**config.mk**
```make
export PLATFORM = sky130hd
export DESIGN_NAME = frg_guard
export DESIGN_NICKNAME = d
export VERILOG_FILES = /design/src/frg_pkg.sv /design/src/frg_guard.sv
export SDC_FILE = /design/constraint.sdc
export NUM_CORES = 1
export LEC_CHECK = 0
export ABC_AREA = 0
export BUFFER_PORTS_ARGS = -buffer_cell sky130_fd_sc_hd__buf_2
export CAP_MARGIN = 30
export CORE_MARGIN = 4
export CORE_UTILIZATION = 24
export CTS_CLUSTER_DIAMETER = 150
export DETAILED_ROUTE_END_ITERATION = 10
export PLACE_DENSITY = 0.55
export SYNTH_ARGS = -nofsm -noshare
export SYNTH_HDL_FRONTEND = slang
export SYNTH_SLANG_ARGS = --single-unit
```
**constraint.sdc**
```tcl
create_clock -name clk_in -period 4.3 [get_ports clk_in]
set_input_delay 1.075 -clock clk_in [delete_from_list [all_inputs] [get_ports clk_in]]
set_output_delay 1.075 -clock clk_in [all_outputs]
set_load 0.1 [all_outputs]
```
**src/frg_pkg.sv**
```systemverilog
// Constants shared by the flash RAM emulation guard
`default_nettype none
package frg_pkg;
  // ---------------------------------------------------------------
  // Clock and timing
  // ---------------------------------------------------------------
  localparam int unsigned CLK_MHZ = 50;
  localparam int unsigned WAIT_US = 100;  // Write enable clear wait
  localparam int unsigned WAIT_W  = 13;
  // ---------------------------------------------------------------
  // Register offsets (byte addresses)
  // ---------------------------------------------------------------
  localparam logic [7:0] REG_OVL  = 8'h00;
  localparam logic [7:0] REG_FCTL = 8'h04;
  localparam logic [7:0] REG_STAT = 8'h08;
  localparam logic [7:0] REG_ERR  = 8'h0C;
  // ---------------------------------------------------------------
  // Field positions
  // ---------------------------------------------------------------
  localparam int unsigned OVL_EN_BIT   = 3;
  localparam int unsigned SWE_BIT      = 0;
  localparam int unsigned PGO_BIT      = 1;
  localparam int unsigned EGO_BIT      = 2;
  localparam int unsigned ST_OVL_BIT   = 0;
  localparam int unsigned ST_PROT_BIT  = 1;
  localparam int unsigned ST_PGM_BIT   = 2;
  localparam int unsigned ST_ERS_BIT   = 3;
  localparam int unsigned ST_WAIT_BIT  = 4;
  localparam int unsigned ST_PMOD_BIT  = 5;
  localparam int unsigned PS_BUSY_BIT  = 0;
  localparam int unsigned PS_DONE_BIT  = 1;
  localparam int unsigned PS_ERR_BIT   = 2;
  // ---------------------------------------------------------------
  // Address map
  // ---------------------------------------------------------------
  localparam int unsigned ADDR_W   = 24;
  localparam int unsigned BLK_W    = 12;  // Erase block of 4 KB
  localparam logic [ADDR_W-1:0] RAM_WIN_BASE = 24'hFFF000;
  localparam logic [7:0] RAM_PAGE  = 8'hFF;
  localparam logic [ADDR_W-BLK_W-4:0] BLK_HI_ZERO = 9'h000;
  localparam logic [31:0] ZERO_WORD = 32'h00000000;
  // ---------------------------------------------------------------
  // Mode pin codes
  // ---------------------------------------------------------------
  localparam logic [2:0] MODE_PROGRAMMER = 3'h3;
  localparam logic [2:0] MODE_USER       = 3'h6;
  // ---------------------------------------------------------------
  // Programmer mode operations and states
  // ---------------------------------------------------------------
  typedef enum logic [1:0] {
    OP_READ   = 2'h0,
    OP_PROG   = 2'h1,
    OP_ERASE  = 2'h2,
    OP_STATUS = 2'h3
  } frg_op_e;
  typedef enum logic [1:0] {
    PM_READ   = 2'h0,
    PM_AUTO   = 2'h1,
    PM_STATUS = 2'h3
  } frg_pm_e;
endpackage : frg_pkg
`default_nettype wire
```
**src/frg_guard.sv**
```systemverilog
// Flash RAM emulation guard: overlay, protection and programmer mode
//
// Decided for this implementation: the address-and-strobe port and the address map.
`default_nettype none
`timescale 1ns/1ps
module frg_guard #(
  parameter int unsigned WAIT_CYC = frg_pkg::WAIT_US * frg_pkg::CLK_MHZ
) (
  input  wire logic                        clk_in,
  input  wire logic                        resetn_in,
  input  wire logic [7:0]                  reg_addr_in,
  input  wire logic [31:0]                 reg_wdata_in,
  input  wire logic                        reg_wr_in,
  input  wire logic                        reg_rd_in,
  output logic      [31:0]                 reg_rdata_out,
  input  wire logic [frg_pkg::ADDR_W-1:0]  cpu_addr_in,
  input  wire logic                        cpu_rd_in,
  input  wire logic                        cpu_wr_in,
  input  wire logic                        timer_wr_in,
  output logic      [frg_pkg::ADDR_W-1:0]  mem_addr_out,
  output logic                             flash_sel_out,
  output logic                             ram_sel_out,
  output logic                             acc_err_out,
  input  wire logic                        mode_sel_2_in,
  input  wire logic                        mode_sel_1_in,
  input  wire logic                        mode_sel_0_in,
  input  wire logic                        flash_write_en_pin_in,
  output logic                             program_mode_out,
  output logic                             erase_mode_out,
  output logic                             nmi_mask_out,
  input  wire frg_pkg::frg_op_e            pm_cmd_in,
  input  wire logic                        pm_cmd_valid_in,
  input  wire logic                        auto_done_in,
  input  wire logic                        auto_err_in,
  output logic                             auto_start_out,
  output logic                             programmer_mode_out,
  output logic      [2:0]                  pm_status_out
);
  import frg_pkg::*;

  // ---------------------------------------------------------------
  // State
  // ---------------------------------------------------------------
  typedef struct packed {
    logic               ovl_en;
    logic [2:0]         ovl_area;
    logic               swe;
    logic               pgo;
    logic               ego;
    logic [WAIT_W-1:0]  wait_cnt;
    logic               order_err;
    logic               tmr_wr_d;
    logic [2:0]         mode_s1;
    logic [2:0]         mode_s2;
    logic               fwe_s1;
    logic               fwe_s2;
    logic [31:0]        rdata;
    logic [ADDR_W-1:0]  mem_addr;
    logic               flash_sel;
    logic               ram_sel;
    logic               acc_err;
    frg_pm_e            pm_state;
    logic               auto_start;
    logic [2:0]         pm_status;
  } frg_state_s;

  frg_state_s st_ff;
  frg_state_s nxt_st;
  logic       mode_user;
  logic       mode_pgmr;
  logic       ovl_act;
  logic       cpu_acc;

  // ---------------------------------------------------------------
  // Address decoders
  // ---------------------------------------------------------------
  // Flash erase block selected by the area field
  function automatic logic blk_hit(input logic [ADDR_W-1:0] a,
                                   input logic [2:0]        area);
    blk_hit = (a[ADDR_W-1:BLK_W] == {BLK_HI_ZERO, area});
  endfunction : blk_hit

  // Original location of the RAM emulation window
  function automatic logic win_hit(input logic [ADDR_W-1:0] a);
    win_hit = (a[ADDR_W-1:BLK_W] == RAM_WIN_BASE[ADDR_W-1:BLK_W]);
  endfunction : win_hit

  // Mode decode from synchronised pins
  assign mode_user = (st_ff.mode_s2 == MODE_USER);
  assign mode_pgmr = (st_ff.mode_s2 == MODE_PROGRAMMER);
  assign ovl_act   = st_ff.ovl_en && mode_user;
  assign cpu_acc   = cpu_rd_in || cpu_wr_in;

  // ---------------------------------------------------------------
  // Next state
  // ---------------------------------------------------------------
  always_comb begin
    nxt_st = st_ff;
    // Pins come from outside, two flops before use
    nxt_st.mode_s1  = {mode_sel_2_in, mode_sel_1_in, mode_sel_0_in};
    nxt_st.mode_s2  = st_ff.mode_s1;
    nxt_st.fwe_s1   = flash_write_en_pin_in;
    nxt_st.fwe_s2   = st_ff.fwe_s1;
    nxt_st.tmr_wr_d = timer_wr_in;
    nxt_st.auto_start = 1'b0;

    // Register writes
    if (reg_wr_in) begin
      if (reg_addr_in == REG_OVL) begin
        nxt_st.ovl_en   = reg_wdata_in[OVL_EN_BIT];
        nxt_st.ovl_area = reg_wdata_in[2:0];
      end else if (reg_addr_in == REG_FCTL) begin
        nxt_st.swe = reg_wdata_in[SWE_BIT];
        nxt_st.pgo = reg_wdata_in[PGO_BIT];
        nxt_st.ego = reg_wdata_in[EGO_BIT];
      end else if (reg_addr_in == REG_ERR) begin
        if (reg_wdata_in[0]) begin
          nxt_st.order_err = 1'b0;
        end
      end
    end

    // Low write enable pin drops all program controls
    if (!st_ff.fwe_s2) begin
      nxt_st.swe = 1'b0;
      nxt_st.pgo = 1'b0;
      nxt_st.ego = 1'b0;
    end

    // Clear wait starts when write enable falls; status shows it
    if (st_ff.swe && !nxt_st.swe) begin
      nxt_st.wait_cnt = WAIT_W'(WAIT_CYC);
    end else if (st_ff.wait_cnt != '0) begin
      nxt_st.wait_cnt = st_ff.wait_cnt - 1'b1;
    end

    // ROM write right after a timer write is flagged; set wins
    if (cpu_wr_in && st_ff.tmr_wr_d &&
        cpu_addr_in[ADDR_W-1:ADDR_W-8] != RAM_PAGE) begin
      nxt_st.order_err = 1'b1;
    end

    // CPU access routing, answered one cycle later
    nxt_st.flash_sel = 1'b0;
    nxt_st.ram_sel   = 1'b0;
    nxt_st.acc_err   = 1'b0;
    nxt_st.mem_addr  = cpu_addr_in;
    if (cpu_acc && ovl_act && blk_hit(cpu_addr_in, st_ff.ovl_area)) begin
      nxt_st.ram_sel  = 1'b1;
      nxt_st.mem_addr = {RAM_WIN_BASE[ADDR_W-1:BLK_W],
                         cpu_addr_in[BLK_W-1:0]};
    end else if (cpu_acc && ovl_act && win_hit(cpu_addr_in)) begin
      nxt_st.acc_err  = 1'b1;
    end else if (cpu_acc &&
                 cpu_addr_in[ADDR_W-1:ADDR_W-8] == RAM_PAGE) begin
      nxt_st.ram_sel  = 1'b1;
    end else if (cpu_acc) begin
      nxt_st.flash_sel = 1'b1;
    end

    // Programmer mode operations; auto ops need the pin high
    case (st_ff.pm_state)
      PM_READ, PM_STATUS: begin
        if (mode_pgmr && pm_cmd_valid_in) begin
          if ((pm_cmd_in == OP_PROG || pm_cmd_in == OP_ERASE) &&
              st_ff.fwe_s2) begin
            nxt_st.pm_state   = PM_AUTO;
            nxt_st.auto_start = 1'b1;
            nxt_st.pm_status  = 3'h1;
          end else if (pm_cmd_in == OP_STATUS) begin
            nxt_st.pm_state = PM_STATUS;
          end else if (pm_cmd_in == OP_READ) begin
            nxt_st.pm_state = PM_READ;
          end
        end
      end
      PM_AUTO: begin
        // Completion is taken from the auto_done_in pulse of the core
        if (auto_done_in) begin
          nxt_st.pm_state = PM_STATUS;
          nxt_st.pm_status[PS_BUSY_BIT] = 1'b0;
          nxt_st.pm_status[PS_DONE_BIT] = 1'b1;
          nxt_st.pm_status[PS_ERR_BIT]  = auto_err_in;
        end
      end
      default: begin
        nxt_st.pm_state = PM_READ;
      end
    endcase
    if (!mode_pgmr) begin
      nxt_st.pm_state = PM_READ;
    end

    // Register reads, data in the next cycle only
    nxt_st.rdata = ZERO_WORD;
    if (reg_rd_in) begin
      if (reg_addr_in == REG_OVL) begin
        nxt_st.rdata[OVL_EN_BIT] = st_ff.ovl_en;
        nxt_st.rdata[2:0]        = st_ff.ovl_area;
      end else if (reg_addr_in == REG_FCTL) begin
        nxt_st.rdata[SWE_BIT] = st_ff.swe;
        nxt_st.rdata[PGO_BIT] = st_ff.pgo;
        nxt_st.rdata[EGO_BIT] = st_ff.ego;
      end else if (reg_addr_in == REG_STAT) begin
        nxt_st.rdata[ST_OVL_BIT]  = ovl_act;
        nxt_st.rdata[ST_PROT_BIT] = st_ff.ovl_en || !st_ff.swe;
        nxt_st.rdata[ST_PGM_BIT]  = program_mode_out;
        nxt_st.rdata[ST_ERS_BIT]  = erase_mode_out;
        nxt_st.rdata[ST_WAIT_BIT] = (st_ff.wait_cnt != '0);
        nxt_st.rdata[ST_PMOD_BIT] = mode_pgmr;
      end else if (reg_addr_in == REG_ERR) begin
        nxt_st.rdata[0] = st_ff.order_err;
      end
    end
  end

  // ---------------------------------------------------------------
  // Registers
  // ---------------------------------------------------------------
  // Reset leaves overlay off so flash is at its own addresses
  always_ff @(posedge clk_in or negedge resetn_in) begin
    if (!resetn_in) begin
      st_ff <= '0;
    end else begin
      st_ff <= nxt_st;
    end
  end

  // ---------------------------------------------------------------
  // Outputs
  // ---------------------------------------------------------------
  // Emulation protection overrides the go bits for every block
  assign program_mode_out = st_ff.swe && st_ff.pgo &&
                            !st_ff.ovl_en;
  assign erase_mode_out   = st_ff.swe && st_ff.ego &&
                            !st_ff.ovl_en;
  // Masking is offered as a help; software still owns NMI policy
  assign nmi_mask_out     = program_mode_out || erase_mode_out ||
                            ovl_act;
  assign reg_rdata_out       = st_ff.rdata;
  assign mem_addr_out        = st_ff.mem_addr;
  assign flash_sel_out       = st_ff.flash_sel;
  assign ram_sel_out         = st_ff.ram_sel;
  assign acc_err_out         = st_ff.acc_err;
  assign auto_start_out      = st_ff.auto_start;
  assign programmer_mode_out = mode_pgmr;
  assign pm_status_out       = st_ff.pm_status;
endmodule : frg_guard
`default_nettype wire

```
### Word-level counts from Yosys, hierarchy flattened

Index checks and enable logic that the tools add are counted.

| word-level totals | value |
|---|---|
| register bits | 69 |
| input port bits | 80 |
| output and inout bits | 67 |
| logic and storage cells | 123 |

| operators by class | value |
|---|---|
| add/sub/neg operators | 1 |
| equality and inequality tests | 25 |
| muxes and demuxes | 40 |
| reduce and logical (&&, ||, !) cells | 37 |

Operator list:

| kind | count |
|---|---|
| two-way mux 13 bit | 2 |
| two-way mux 24 bit | 1 |
| two-way mux 3 bit | 7 |
| == test 8 x 4 -> 1 bit (second input constant) | 2 |
| two-way mux 1 bit | 16 |
| logical AND 1 bit | 14 |
| two-way mux 2 bit | 7 |
| != test 2 bit (second input constant) | 7 |
| nonzero test 13 bit | 1 |
| subtractor 13 x 1 -> 13 bit (second input constant) | 1 |
| == test 12 bit (second input constant) | 1 |
| == test 12 x 3 -> 1 bit | 1 |
| two-way mux 6 bit | 2 |
| nonzero test 2 bit | 5 |
| == test 8 x 3 -> 1 bit (second input constant) | 1 |
| == test 8 bit (second input constant) | 1 |
| zero test 8 bit | 1 |
| two-way mux 4 bit | 2 |
| != test 8 bit (second input constant) | 1 |
| == test 2 bit (second input constant) | 3 |
| != test 3 bit (second input constant) | 2 |
| case mux 3 bit (2 select lines) | 1 |
| AND reduction 3 bit | 2 |
| logical OR 1 bit | 5 |
| other kinds (13) | 17 |

### Longest topological paths before layout

Gate-level depths: netlist of run 1.

| logic depth | value |
|---|---|
| depth in word-level cells | 8 |
| depth in mapped cells | 7 |
| gate-level depth less buffers | 7 |

### Worst setup path before layout of run 1

Ideal clock, no wire load.

| timing path | value |
|---|---|
| path kind | register to output |
| start point | reg st_ff[90] (netlist bit) |
| end point | out nmi_mask_out |
| arrival time | 2.139 ns |
| required time | 3.225 ns |
| path slack | 1.086 ns |
| stages on the path, launching flop included | 4 |
| buffers on the path | 0 |
| path through | dfrtp_1 -> nor2b_1 -> and2_1 -> or3_1 |

| on the way | value |
|---|---|
| longest elaborated chain between the ends | 4 |
| elaborated cells between the ends (all ways) | 6 |
| those cells by class | reduce/logical (6) |

RTL lines:

| item | RTL line | RTL |
|---|---|---|
| start: declaration | frg_guard.sv:67 | `frg_state_s st_ff;` |
| start signal: assignment | frg_guard.sv:225 | `st_ff <= nxt_st;` |
| logical AND 1 bit (2 in a row) | frg_guard.sv:235 | `assign erase_mode_out = st_ff.swe && st_ff.ego &&` |
| net erase_mode_out | frg_guard.sv:29 | `output logic erase_mode_out,` |
| logical OR 1 bit (2 in a row) | frg_guard.sv:238 | `assign nmi_mask_out = program_mode_out \|\| erase_mode_out \|\|` |
| end: declaration | frg_guard.sv:30 | `output logic nmi_mask_out,` |

The timed path passes the listed nets, and every way through them passes these cells.

### Worst setup path after layout of run 1

| timing path | value |
|---|---|
| start point | reg st_ff[90] (netlist bit) |
| end point | out nmi_mask_out |

| on the way | value |
|---|---|
| longest elaborated chain between the ends | 4 |
| elaborated cells between the ends (all ways) | 6 |
| those cells by class | reduce/logical (6) |

RTL lines:

| item | RTL line |
|---|---|
| logical AND 1 bit, on equally long branches (2 in a row) | frg_guard.sv:233, frg_guard.sv:235 |
| logical OR 1 bit (*) (2 in a row) | frg_guard.sv:238 |

Every way passes the cells marked *; elsewhere a longest branch is shown, timed or not.

==> results of run 1 <==
## kinds of logic after synthesis
kind of cell	after synthesis	share of synthesized area, %
other	1	0.112
multiplexers	7	2.62
AND/OR/NAND/NOR	109	18.4
XOR/XNOR	5	1.31
buffers and inverters	75	15.2
AO/OA/AOI/OAI	39	8.93
adder cells (fa/ha/maj)	5	1.87
flip-flops	69	51.6
## layout by cell type (no fill, tap or decap), types with 5 or more instances in the layout
| cell type | synthesis | final |
|---|---|---|
| a211o_1 | 5 | 5 |
| a21oi_1 | 7 | 7 |
| buf_2 | 2 | 92 |
| clkbuf_16 | 0 | 9 |
| conb_1 | 1 | 26 |
| dfrtp_1 | 69 | 69 |
| ha_1 | 5 | 5 |
| inv_1 | 11 | 11 |
| nand2_1 | 16 | 16 |
| nand3_1 | 7 | 7 |
| nand4_1 | 8 | 8 |
| nor2_1 | 22 | 22 |
| nor2b_1 | 5 | 5 |
| nor3_1 | 9 | 9 |
| o21ai_0 | 6 | 6 |
| or2_2 | 14 | 14 |
| or3_1 | 5 | 5 |
## cell type report
type	count	area (um^2)	share of cell area (%)
clock buffer	10	239	5.89
clock inverter	6	134	3.30
inverter	11	41.3	1.02
multi-input combinational	191	1210	29.7
sequential	69	1730	42.6
tap	176	220	5.43
timing repair buffer	94	488	12.0
## power breakdown
group / internal (mW) / switching, mW / leakage, nW
Sequential: 0.704 / 0.0636 / 0.840
Clock: 0.641 / 0.273 / 0.183
Combinational: 0.0787 / 0.288 / 0.921
Total: 1.42 / 0.625 / 1.94
## sequential cells by signal, summed over array words and instances, names as in the netlist
register	cells
mem_addr_out	24
ram_sel_out	1
acc_err_out	1
auto_start_out	1
st_ff	28
flash_sel_out	1
nxt_st	4
pm_status_out	3
reg_rdata_out	6
## path summary, 6_finish.rpt
kind,start,to,slack (ps),cells after the start
min reg2reg,nxt_st[65],st_ff[65],350,0
min in group asynchronous,resetn_in,mem_addr_out[16],700,1
max,st_ff[90],nmi_mask_out,1420,4
max in group asynchronous,resetn_in,mem_addr_out[8],2720,3
max reg2reg,st_ff[75],st_ff[78],2220,6
min,nxt_st[65],st_ff[65],350,0
## per-layer routing
layer / track usage [%] / wire [um]
met2: 15.3 / 3640
met4: 2.84 / 81
met1: 10.9 / 3090
met3: 4.19 / 622
met5: 0 / 27
==> results.yml, run 1 <==
run_status:
  status: "completed"
synthesis:
  yosysSeqAreaShare_pct: 51.6
  synth_ff_type: "dfrtp_1"
  yosysMostFrequentCell: "dfrtp_1"
  ys_seq_elements: 69
  synth_edf_count: 0
  synth_area_mm2: 0.00335
  yosys.area.top_type: "dfrtp_1"
  avgSynthCellArea_um2: 10.8
  netlist_top_cells_area: "dfrtp_1, buf_4, or2_2"
  synth_cell_types: 51
  synth.top_cells.by_count: "dfrtp_1, buf_4, nor2_1"
  postSynthCellCount: 310
  synth_warnings: 0
  synth_async_sr_flop_share_pct: 100
  yosys.area.top_type_share_pct: 51.6
timing:
  slew_viol_final: 0
  finalSetupViolations: 0
  hold_viol: 0
  fmax_mhz: 348
  fin_crit_sh_pct: 66.9
  max-slew-margin-rel_pct: 32.0
  hold-worst-slack_ps: 347
  finClkSkew_ps: 7.21
  tightest_slew_ps: 1010
  setup_slack_ps: 1420
  tns_ps: 0
  finalCriticalPeriod_ps: 2880
  rsz0062_at_grt: "false"
clocking:
  root_buffer: "clkbuf_16"
  clk_pin_slew_ps: 60
  cts_max_level: 3
  post_cts_buffers: 0
  cts_buffer_depth: 2
  cts_tree: "done"
  ctsResizeCount: 0
  clock-sinks: 69
  clk_latency_ps: 320
  cts_hold_buf: 0
  cts_made_buffers: 9
global_route:
  antenna_found_initial: 2
  grt_overflow_total: 0
  grt_max_degree: 30
  grt_pass1_vias: 2322
  grt_pass1_wl_um: 11800
  grt_use_total_pct: 9.28
detailed_routing:
  routed_wl_um: 7470
  drtAntennaViolNets: 0
  drtPass1Iterations: 4
  routed_via_density: 4.23
  wire_per_inst_um: 13.4
  remaining_drc_errors: 0
  initialDrtViolationCount: 71
  num_vias: 2358
critical_path:
  slowest_delay_ps: 430
  startpoint_type: "flop"
  worst-path-buf-inv: 1
  crit_family: "simple AND/OR/NAND/NOR gates"
  cp_data_required_time_ps: 3220
  path_class: "reg2out"
  crit_slowest_cell: "dfrtp_1"
  worstPathMaxFanout: 6
  cp-end-kind: "primary output"
  cp_cell_sequence: "nor2b_1 > and2_1 > or3_1 > buf_2"
  arrival_ps: 1800
floorplan:
  die_width_um: 126
  die_area_mm2: 0.0159
  ioPinCount: 147
  die_y_um: 126
  initial_core_util_pct: 24.9
  rows: 42
  core_area_mm2: 0.0135
job:
  drv_cap: 0
pwr:
  finalPower_mw: 2.05
  ir_drop_uv: 188
  pwr_density_cell_mw_per_mm2: 505
  leakage_nw: 1.94
placement:
  dpl.hpwl_um: 5950
  io_buffers: 92
  gp_congestion: 0.728
  placed_cells: 541
  place_ws_ps: 1050
  dpl_cell_area_mm2: 0.00368
finish:
  area_growth_pct: 21.1
  n_fill_cell: 1425
  nNetsFinal: 461
  instances_no_fill: 557
  drive_above_1_share_pct: 36.0
  utilization_pct: 30.1
  num_antenna_cells: 0
  design_area_mm2: 0.00406
hold_path:
  hp-class: "reg2reg"
Note: power is estimated with default switching activity, not from simulation.
==> inputs of run 2 (changes only) <==
--- a/config.mk
+++ b/config.mk
@@ -5,7 +5,7 @@
 export SDC_FILE = /design/constraint.sdc
 export NUM_CORES = 1
 export LEC_CHECK = 0
-export ABC_AREA = 0
+export ABC_AREA = 1
 export BUFFER_PORTS_ARGS = -buffer_cell sky130_fd_sc_hd__buf_2
 export CAP_MARGIN = 30
 export CORE_MARGIN = 4
==> constraint.sdc (replaced) <==
create_clock -name clk_in -period 2.9 [get_ports clk_in]
set_input_delay 0.725 -clock clk_in [delete_from_list [all_inputs] [get_ports clk_in]]
set_output_delay 0.725 -clock clk_in [all_outputs]
set_load 0.1 [all_outputs]
==> run 2 against run 1 <==
  * Register-to-register slack lost 870 ps
  * Utilization shrank 1.0 points
  * Wire length rose by 8.5%
  * Cell count up 21%
  * Global-route usage increased by 0.62 points
  * First-iteration DRC count up 56%
  * Total power grew 42%
  * Sequential share of layout area shrank 2.0 points
  * Synthesized cell count up 35%
  * Non-clock buffer count down 1
  * Sequential power rose by 45%
  * Critical endpoint unchanged
==> results.yml, run 2 <==
hold_path:
  hp-class: "reg2reg"
  whs_path_depth: 0
pwr:
  finalPower_mw: 2.92
  p_clk_share_pct: 40.6
  pwr-share-comb_pct: 21.3
  intPower_mw: 1.97
  seqPwrFrac_pct: 38.1
  ir_drop_uv: 246
  p_sw_mw: 0.947
  leakage_nw: 2.36
  swShare_pct: 32.4
  pwr_density_cell_mw_per_mm2: 686
finish:
  layout_common_cells: "buf_2, nand2_1, dfrtp_1"
  drive_above_1_share_pct: 30.5
  utilization_pct: 29.1
  n_fill_cell: 1542
  layout_commonest_cell: "buf_2"
  num_antenna_cells: 0
  largest_reg_flops: 28
  area_growth_pct: 18.6
  nNetsFinal: 572
  max_flop_register: "st_ff"
  multi_input_area_mm2: 0.00124
  regArea_mm2: 0.00173
clocking:
  clock-sinks: 69
  ctsResizeCount: 0
  root_buffer: "clkbuf_16"
  cts_hold_buf: 0
  cts_buffer_depth: 2
  cts_tree: "done"
  cts_max_level: 3
  clk_pin_slew_ps: 50
  post_cts_buffers: 0
  cts_made_buffers: 9
  clk_latency_ps: 330
detailed_routing:
  wire_per_inst_um: 12.0
  drtAntennaViolNets: 0
  drtPass1Iterations: 4
  routed_wl_um: 8110
  num_vias: 2612
  routed_via_density: 3.86
  remaining_drc_errors: 0
  initialDrtViolationCount: 111
synthesis:
  synth_warnings: 0
  ys_seq_elements: 69
  synth_compound_area_share_pct: 4.50
  synth_async_sr_flop_share_pct: 100
  synth_ff_type: "dfrtp_1"
  yosys.area.top_type_share_pct: 48.2
  postSynthCellCount: 419
  netlist_top_cells_area: "dfrtp_1, buf_4, nand2_1"
  synth_edf_count: 0
  avgSynthCellArea_um2: 8.56
  synthMuxAreaShare_pct: 0
  synth_xor_area_share_pct: 0.977
  yosysMostFrequentCell: "nand2_1"
  synth_area_mm2: 0.00359
  synthSimpleGateAreaFrac_pct: 24.5
  synthAdderAreaFrac_pct: 1.74
  synth_top_family_by_area: "simple AND/OR/NAND/NOR gates"
  yosysSeqAreaShare_pct: 48.2
  synth_cell_types: 29
  yosys.area.top_type: "dfrtp_1"
  synth.top_cells.by_count: "nand2_1, dfrtp_1, inv_1"
floorplan:
  die_area_mm2: 0.0170
  core_area_mm2: 0.0146
  ioPinCount: 147
  die_width_um: 130
  die_y_um: 130
  rows: 44
  initial_core_util_pct: 24.6
timing:
  fin_crit_sh_pct: 78.9
  rsz0062_at_grt: "false"
  slew_viol_final: 0
  hold-worst-slack_ps: 347
  finClkSkew_ps: 5.55
  fmax_mhz: 437
  finalCriticalPeriod_ps: 2290
  tightest_slew_ps: 669
  finalSetupViolations: 0
  max-slew-margin-rel_pct: 55.4
  tns_ps: 0
  setup_slack_ps: 613
  hold_viol: 0
placement:
  place_ws_ps: 883
  dpl.hpwl_um: 6490
  gp_congestion: 0.872
  io_buffers: 92
critical_path:
  worstRegToRegCells: 8
  cp-end-kind: "primary output"
  startpoint_type: "flop"
  arrival_ps: 1560
  cp_data_required_time_ps: 2170
  path_class: "reg2out"
  worstPathMaxFanout: 3
run_status:
  status: "completed"
global_route:
  grt_overflow_total: 0
  grt_max_degree: 43
  antenna_found_initial: 0
  grt_pass1_vias: 2665
  grt_use_total_pct: 9.90
  grt_pass1_wl_um: 13000
job:
  drv_cap: 0
run 2: cell families after synthesis:
logic type,Yosys count
AO/OA/AOI/OAI,26
AND/OR/NAND/NOR,186
flip-flops,69
buffers and inverters,128
adder cells (fa/ha/maj),5
other,1
XOR/XNOR,4
run 2: path summary, 6_finish.rpt:
| path | slack [ps] | endpoint | start |
|---|---|---|---|
| min in group asynchronous | 430 | mem_addr_out[3] | resetn_in |
| max | 610 | nmi_mask_out | st_ff[67] |
| max in group asynchronous | 1810 | st_ff[80] | resetn_in |
| min | 350 | st_ff[65] | nxt_st[65] |
| min reg2reg | 350 | st_ff[65] | nxt_st[65] |
| max reg2reg | 1350 | st_ff[81] | st_ff[75] |
run 2: layout make-up:
class | instances | area share, %
inverters | 67 | 5.92
clock inverters | 4 | 1.65
multi-input cells | 247 | 29.1
repair buffers | 93 | 11.3
clock buffers | 12 | 6.03
flip-flops and latches | 69 | 40.6
well taps | 184 | 5.41
run 2: power by group through the flow:
stage | sequential [mW] | clock [mW] | combinational (mW)
global placement | 1.12 | 0 | 0.618
global route | 1.12 | 1.28 | 0.677
CTS | 1.11 | 1.24 | 0.625
floorplan | 1.12 | 0 | 0.559
finish | 1.11 | 1.19 | 0.621
detailed placement | 1.13 | 0 | 0.624
run 2: worst max-delay path: stages, from the launching register on:
cell     delay (ps)
dfrtp_1         370
nor2_1          110
nand3_1         170
nand3_1         120
buf_2           450
run 2: routing by layer:
metal	track usage (%)	vias up	wire, um	part of all wire (%)
met5	0	-	0	0
met4	4.95	0	135	1.7
met3	2.91	10	522	6.4
met2	15.9	81	3860	48
met1	12.1	1182	3590	44
li1	-	1339	-	-
run 2: through the flow:
stage	instances	instance area, um^2
after global placement	660	3930
after detailed placement	660	3930
final	676	4250
after global routing	676	4250
after CTS	676	4250
after floorplan	444	3680
==> inputs of run 3 (changes only) <==
--- a/config.mk
+++ b/config.mk
@@ -5,14 +5,14 @@
 export SDC_FILE = /design/constraint.sdc
 export NUM_CORES = 1
 export LEC_CHECK = 0
-export ABC_AREA = 1
+export ABC_AREA = 0
 export BUFFER_PORTS_ARGS = -buffer_cell sky130_fd_sc_hd__buf_2
 export CAP_MARGIN = 30
 export CORE_MARGIN = 4
 export CORE_UTILIZATION = 24
 export CTS_CLUSTER_DIAMETER = 150
 export DETAILED_ROUTE_END_ITERATION = 10
-export PLACE_DENSITY = 0.55
+export PLACE_DENSITY = 0.57
 export SYNTH_ARGS = -nofsm -noshare
 export SYNTH_HDL_FRONTEND = slang
 export SYNTH_SLANG_ARGS = --single-unit
==> constraint.sdc (replaced) <==
create_clock -name clk_in -period 1.9 [get_ports clk_in]
set_input_delay 0.475 -clock clk_in [delete_from_list [all_inputs] [get_ports clk_in]]
set_output_delay 0.475 -clock clk_in [all_outputs]
set_load 0.1 [all_outputs]
==> run 3 against run 2 <==
  * The run now ends with setup timing left
  * Combinational power grew 39%
  * Die area shrank 6.2%
  * Sequential share of layout area grew 0.75 points
  * Flip-flop and latch count is the same
  * Largest cell class unchanged
  * Total power grew 42%
  * Via count shrank 9.3%
  * Non-clock buffer count grew 18
  * First-iteration DRC count shrank 2.7%
  * Clock power grew 30%
  * Global-route usage shrank 0.43 points
  * Highest routed layer is now met5
  * Clock skew grew 1.6 ps
  * Clock-buffer cell count grew 2
==> results.yml, run 3 (synthesis gave the netlist of run 1 again) <==
run_status:
  violations: "setup timing"
  status: "complete, but fails checks"
finish:
  largest_reg_flops: 28
  area_growth_pct: 24.8
  utilization_pct: 31.1
  instances_no_fill: 573
  nNetsFinal: 478
  drive_above_1_share_pct: 40.8
  regArea_mm2: 0.00173
  max_flop_register: "st_ff"
  multi_input_area_mm2: 0.00123
  layout_commonest_cell: "buf_2"
  n_fill_cell: 1412
  num_antenna_cells: 0
  design_area_mm2: 0.00418
  layout_common_cells: "buf_2, dfrtp_1, conb_1"
job:
  drv_cap: 0
pwr:
  leakage_nw: 1.99
  ir_drop_uv: 342
  pwr_density_cell_mw_per_mm2: 991
  finalPower_mw: 4.14
timing:
  slew_viol_final: 0
  finalSetupViolations: 1
  fmax_mhz: 484
  rsz0062_at_grt: "true"
  tns_ps: -168
  finClkSkew_ps: 7.11
  setup_slack_ps: -168
  fin_crit_sh_pct: 109
  finalCriticalPeriod_ps: 2070
  hold_viol: 0
critical_path:
  worst-path-buf-inv: 1
  cp.depth: 3
  arrival_ps: 1590
  startpoint_type: "flop"
  slowest_delay_ps: 440
  cp_data_required_time_ps: 1420
  worstPathMaxFanout: 5
  cp_cell_sequence: "and4b_2 > or3_4 > buf_12"
  worstRegToRegCells: 6
  cp-end-kind: "primary output"
  crit_slowest_cell: "dfrtp_2"
  crit_family: "simple AND/OR/NAND/NOR gates"
  path_class: "reg2out"
hold_path:
  hp-class: "in2async"
floorplan:
  die_y_um: 126
  initial_core_util_pct: 24.9
  core_area_mm2: 0.0135
  rows: 42
  die_width_um: 126
  die_area_mm2: 0.0159
  ioPinCount: 147
clocking:
  clk_latency_ps: 330
  cts_hold_buf: 0
  cts_max_level: 3
  cts_buffer_depth: 2
  cts_tree: "done"
  cts_made_buffers: 9
  root_buffer: "clkbuf_16"
  clk_pin_slew_ps: 60
  clock-sinks: 69
global_route:
  grt_max_degree: 70
  grt_use_total_pct: 9.48
  antenna_found_initial: 2
  grt_pass1_vias: 2337
  grt_pass1_wl_um: 11700
  grt_overflow_total: 0
placement:
  dpl_cell_area_mm2: 0.00384
  gp_congestion: 0.808
  dpl.hpwl_um: 5730
  placed_cells: 555
  io_buffers: 92
detailed_routing:
  wire_per_inst_um: 13.1
  remaining_drc_errors: 0
  initialDrtViolationCount: 108
  routed_wl_um: 7510
  drtPass1Iterations: 4
  routed_via_density: 4.13
  drtAntennaViolNets: 0
  num_vias: 2369
[run 3: changes by cell type in the layout (fill, tap and decap cells not counted), sizes merged, moves of 6 or more]
cell   previous run  this run
or2               1        14
or3               0         6
nor2             42        22
nand2            96        16
o21ai            15         6
inv              67        11
buf              93       111
nand3            32         7
[run 3: layer usage]
metal / global-route usage, % / share of wire [%] / routed length, um / vias to the layer above
li1: - / - / - / 1154
met1: 11.4 / 43 / 3220 / 1117
met2: 14.3 / 46 / 3430 / 81
met3: 4.49 / 9.1 / 687 / 13
met4: 4.42 / 2.1 / 155 / 4
met5: 0 / 0.25 / 19 / -
[run 3: cell type report]
cell class	count	share of cell area, %
Multi-Input combinational cell	191	29.5
Clock buffer	14	6.56
Timing Repair Buffer	111	16.2
Inverter	11	0.988
Sequential cell	69	41.4
Clock inverter	1	0.120
Tap cell	176	5.27
[run 3: stage by stage]
step / setup slack (ps) / hold WS (ps)
final: -168 / 157
after global routing: -214 / 180
after CTS: -185 / 170
after detailed placement: 55.7 / 338
after global placement: 51.8 / 334
after floorplan: 35.3 / 179
[run 3: worst paths after layout]
path | start | end | slack (ps)
worst min register to register | nxt_st[65] | st_ff[65] | 350
worst min-delay path | resetn_in | pm_status_out[2] | 160
worst max register to register | st_ff[75] | st_ff[82] | 110
min in group clk_in | mode_sel_0_in | nxt_st[67] | 250
worst max-delay path | st_ff[94] | nmi_mask_out | -170
max in group asynchronous | resetn_in | st_ff[94] | 1440
[run 3: worst reg2reg max path, delay by kind of cell (launching register included)]
family | cells | cell delay [ps]
flops | 1 | 390
buf+inv | 1 | 90
simple gates | 3 | 720
fa+ha+maj | 1 | 200
compound gates | 1 | 290
[run 3: what timing repair did]
| action | 4_1_cts | 5_1_grt |
|---|---|---|
| gates resized for setup | 7 | 5 |
| buffers inserted | 1 | 2 |
| gates cloned | 0 | 0 |
| pin swaps | 1 | 1 |
| setup endpoints to repair | 2 | 7 |
[run 3: power breakdown]
part           switching, mW  leakage, nW  internal (mW)
Clock                  0.565        0.139          0.981
Combinational          0.661         1.02          0.202
Sequential             0.135        0.838           1.60
Total                   1.36         1.99           2.78
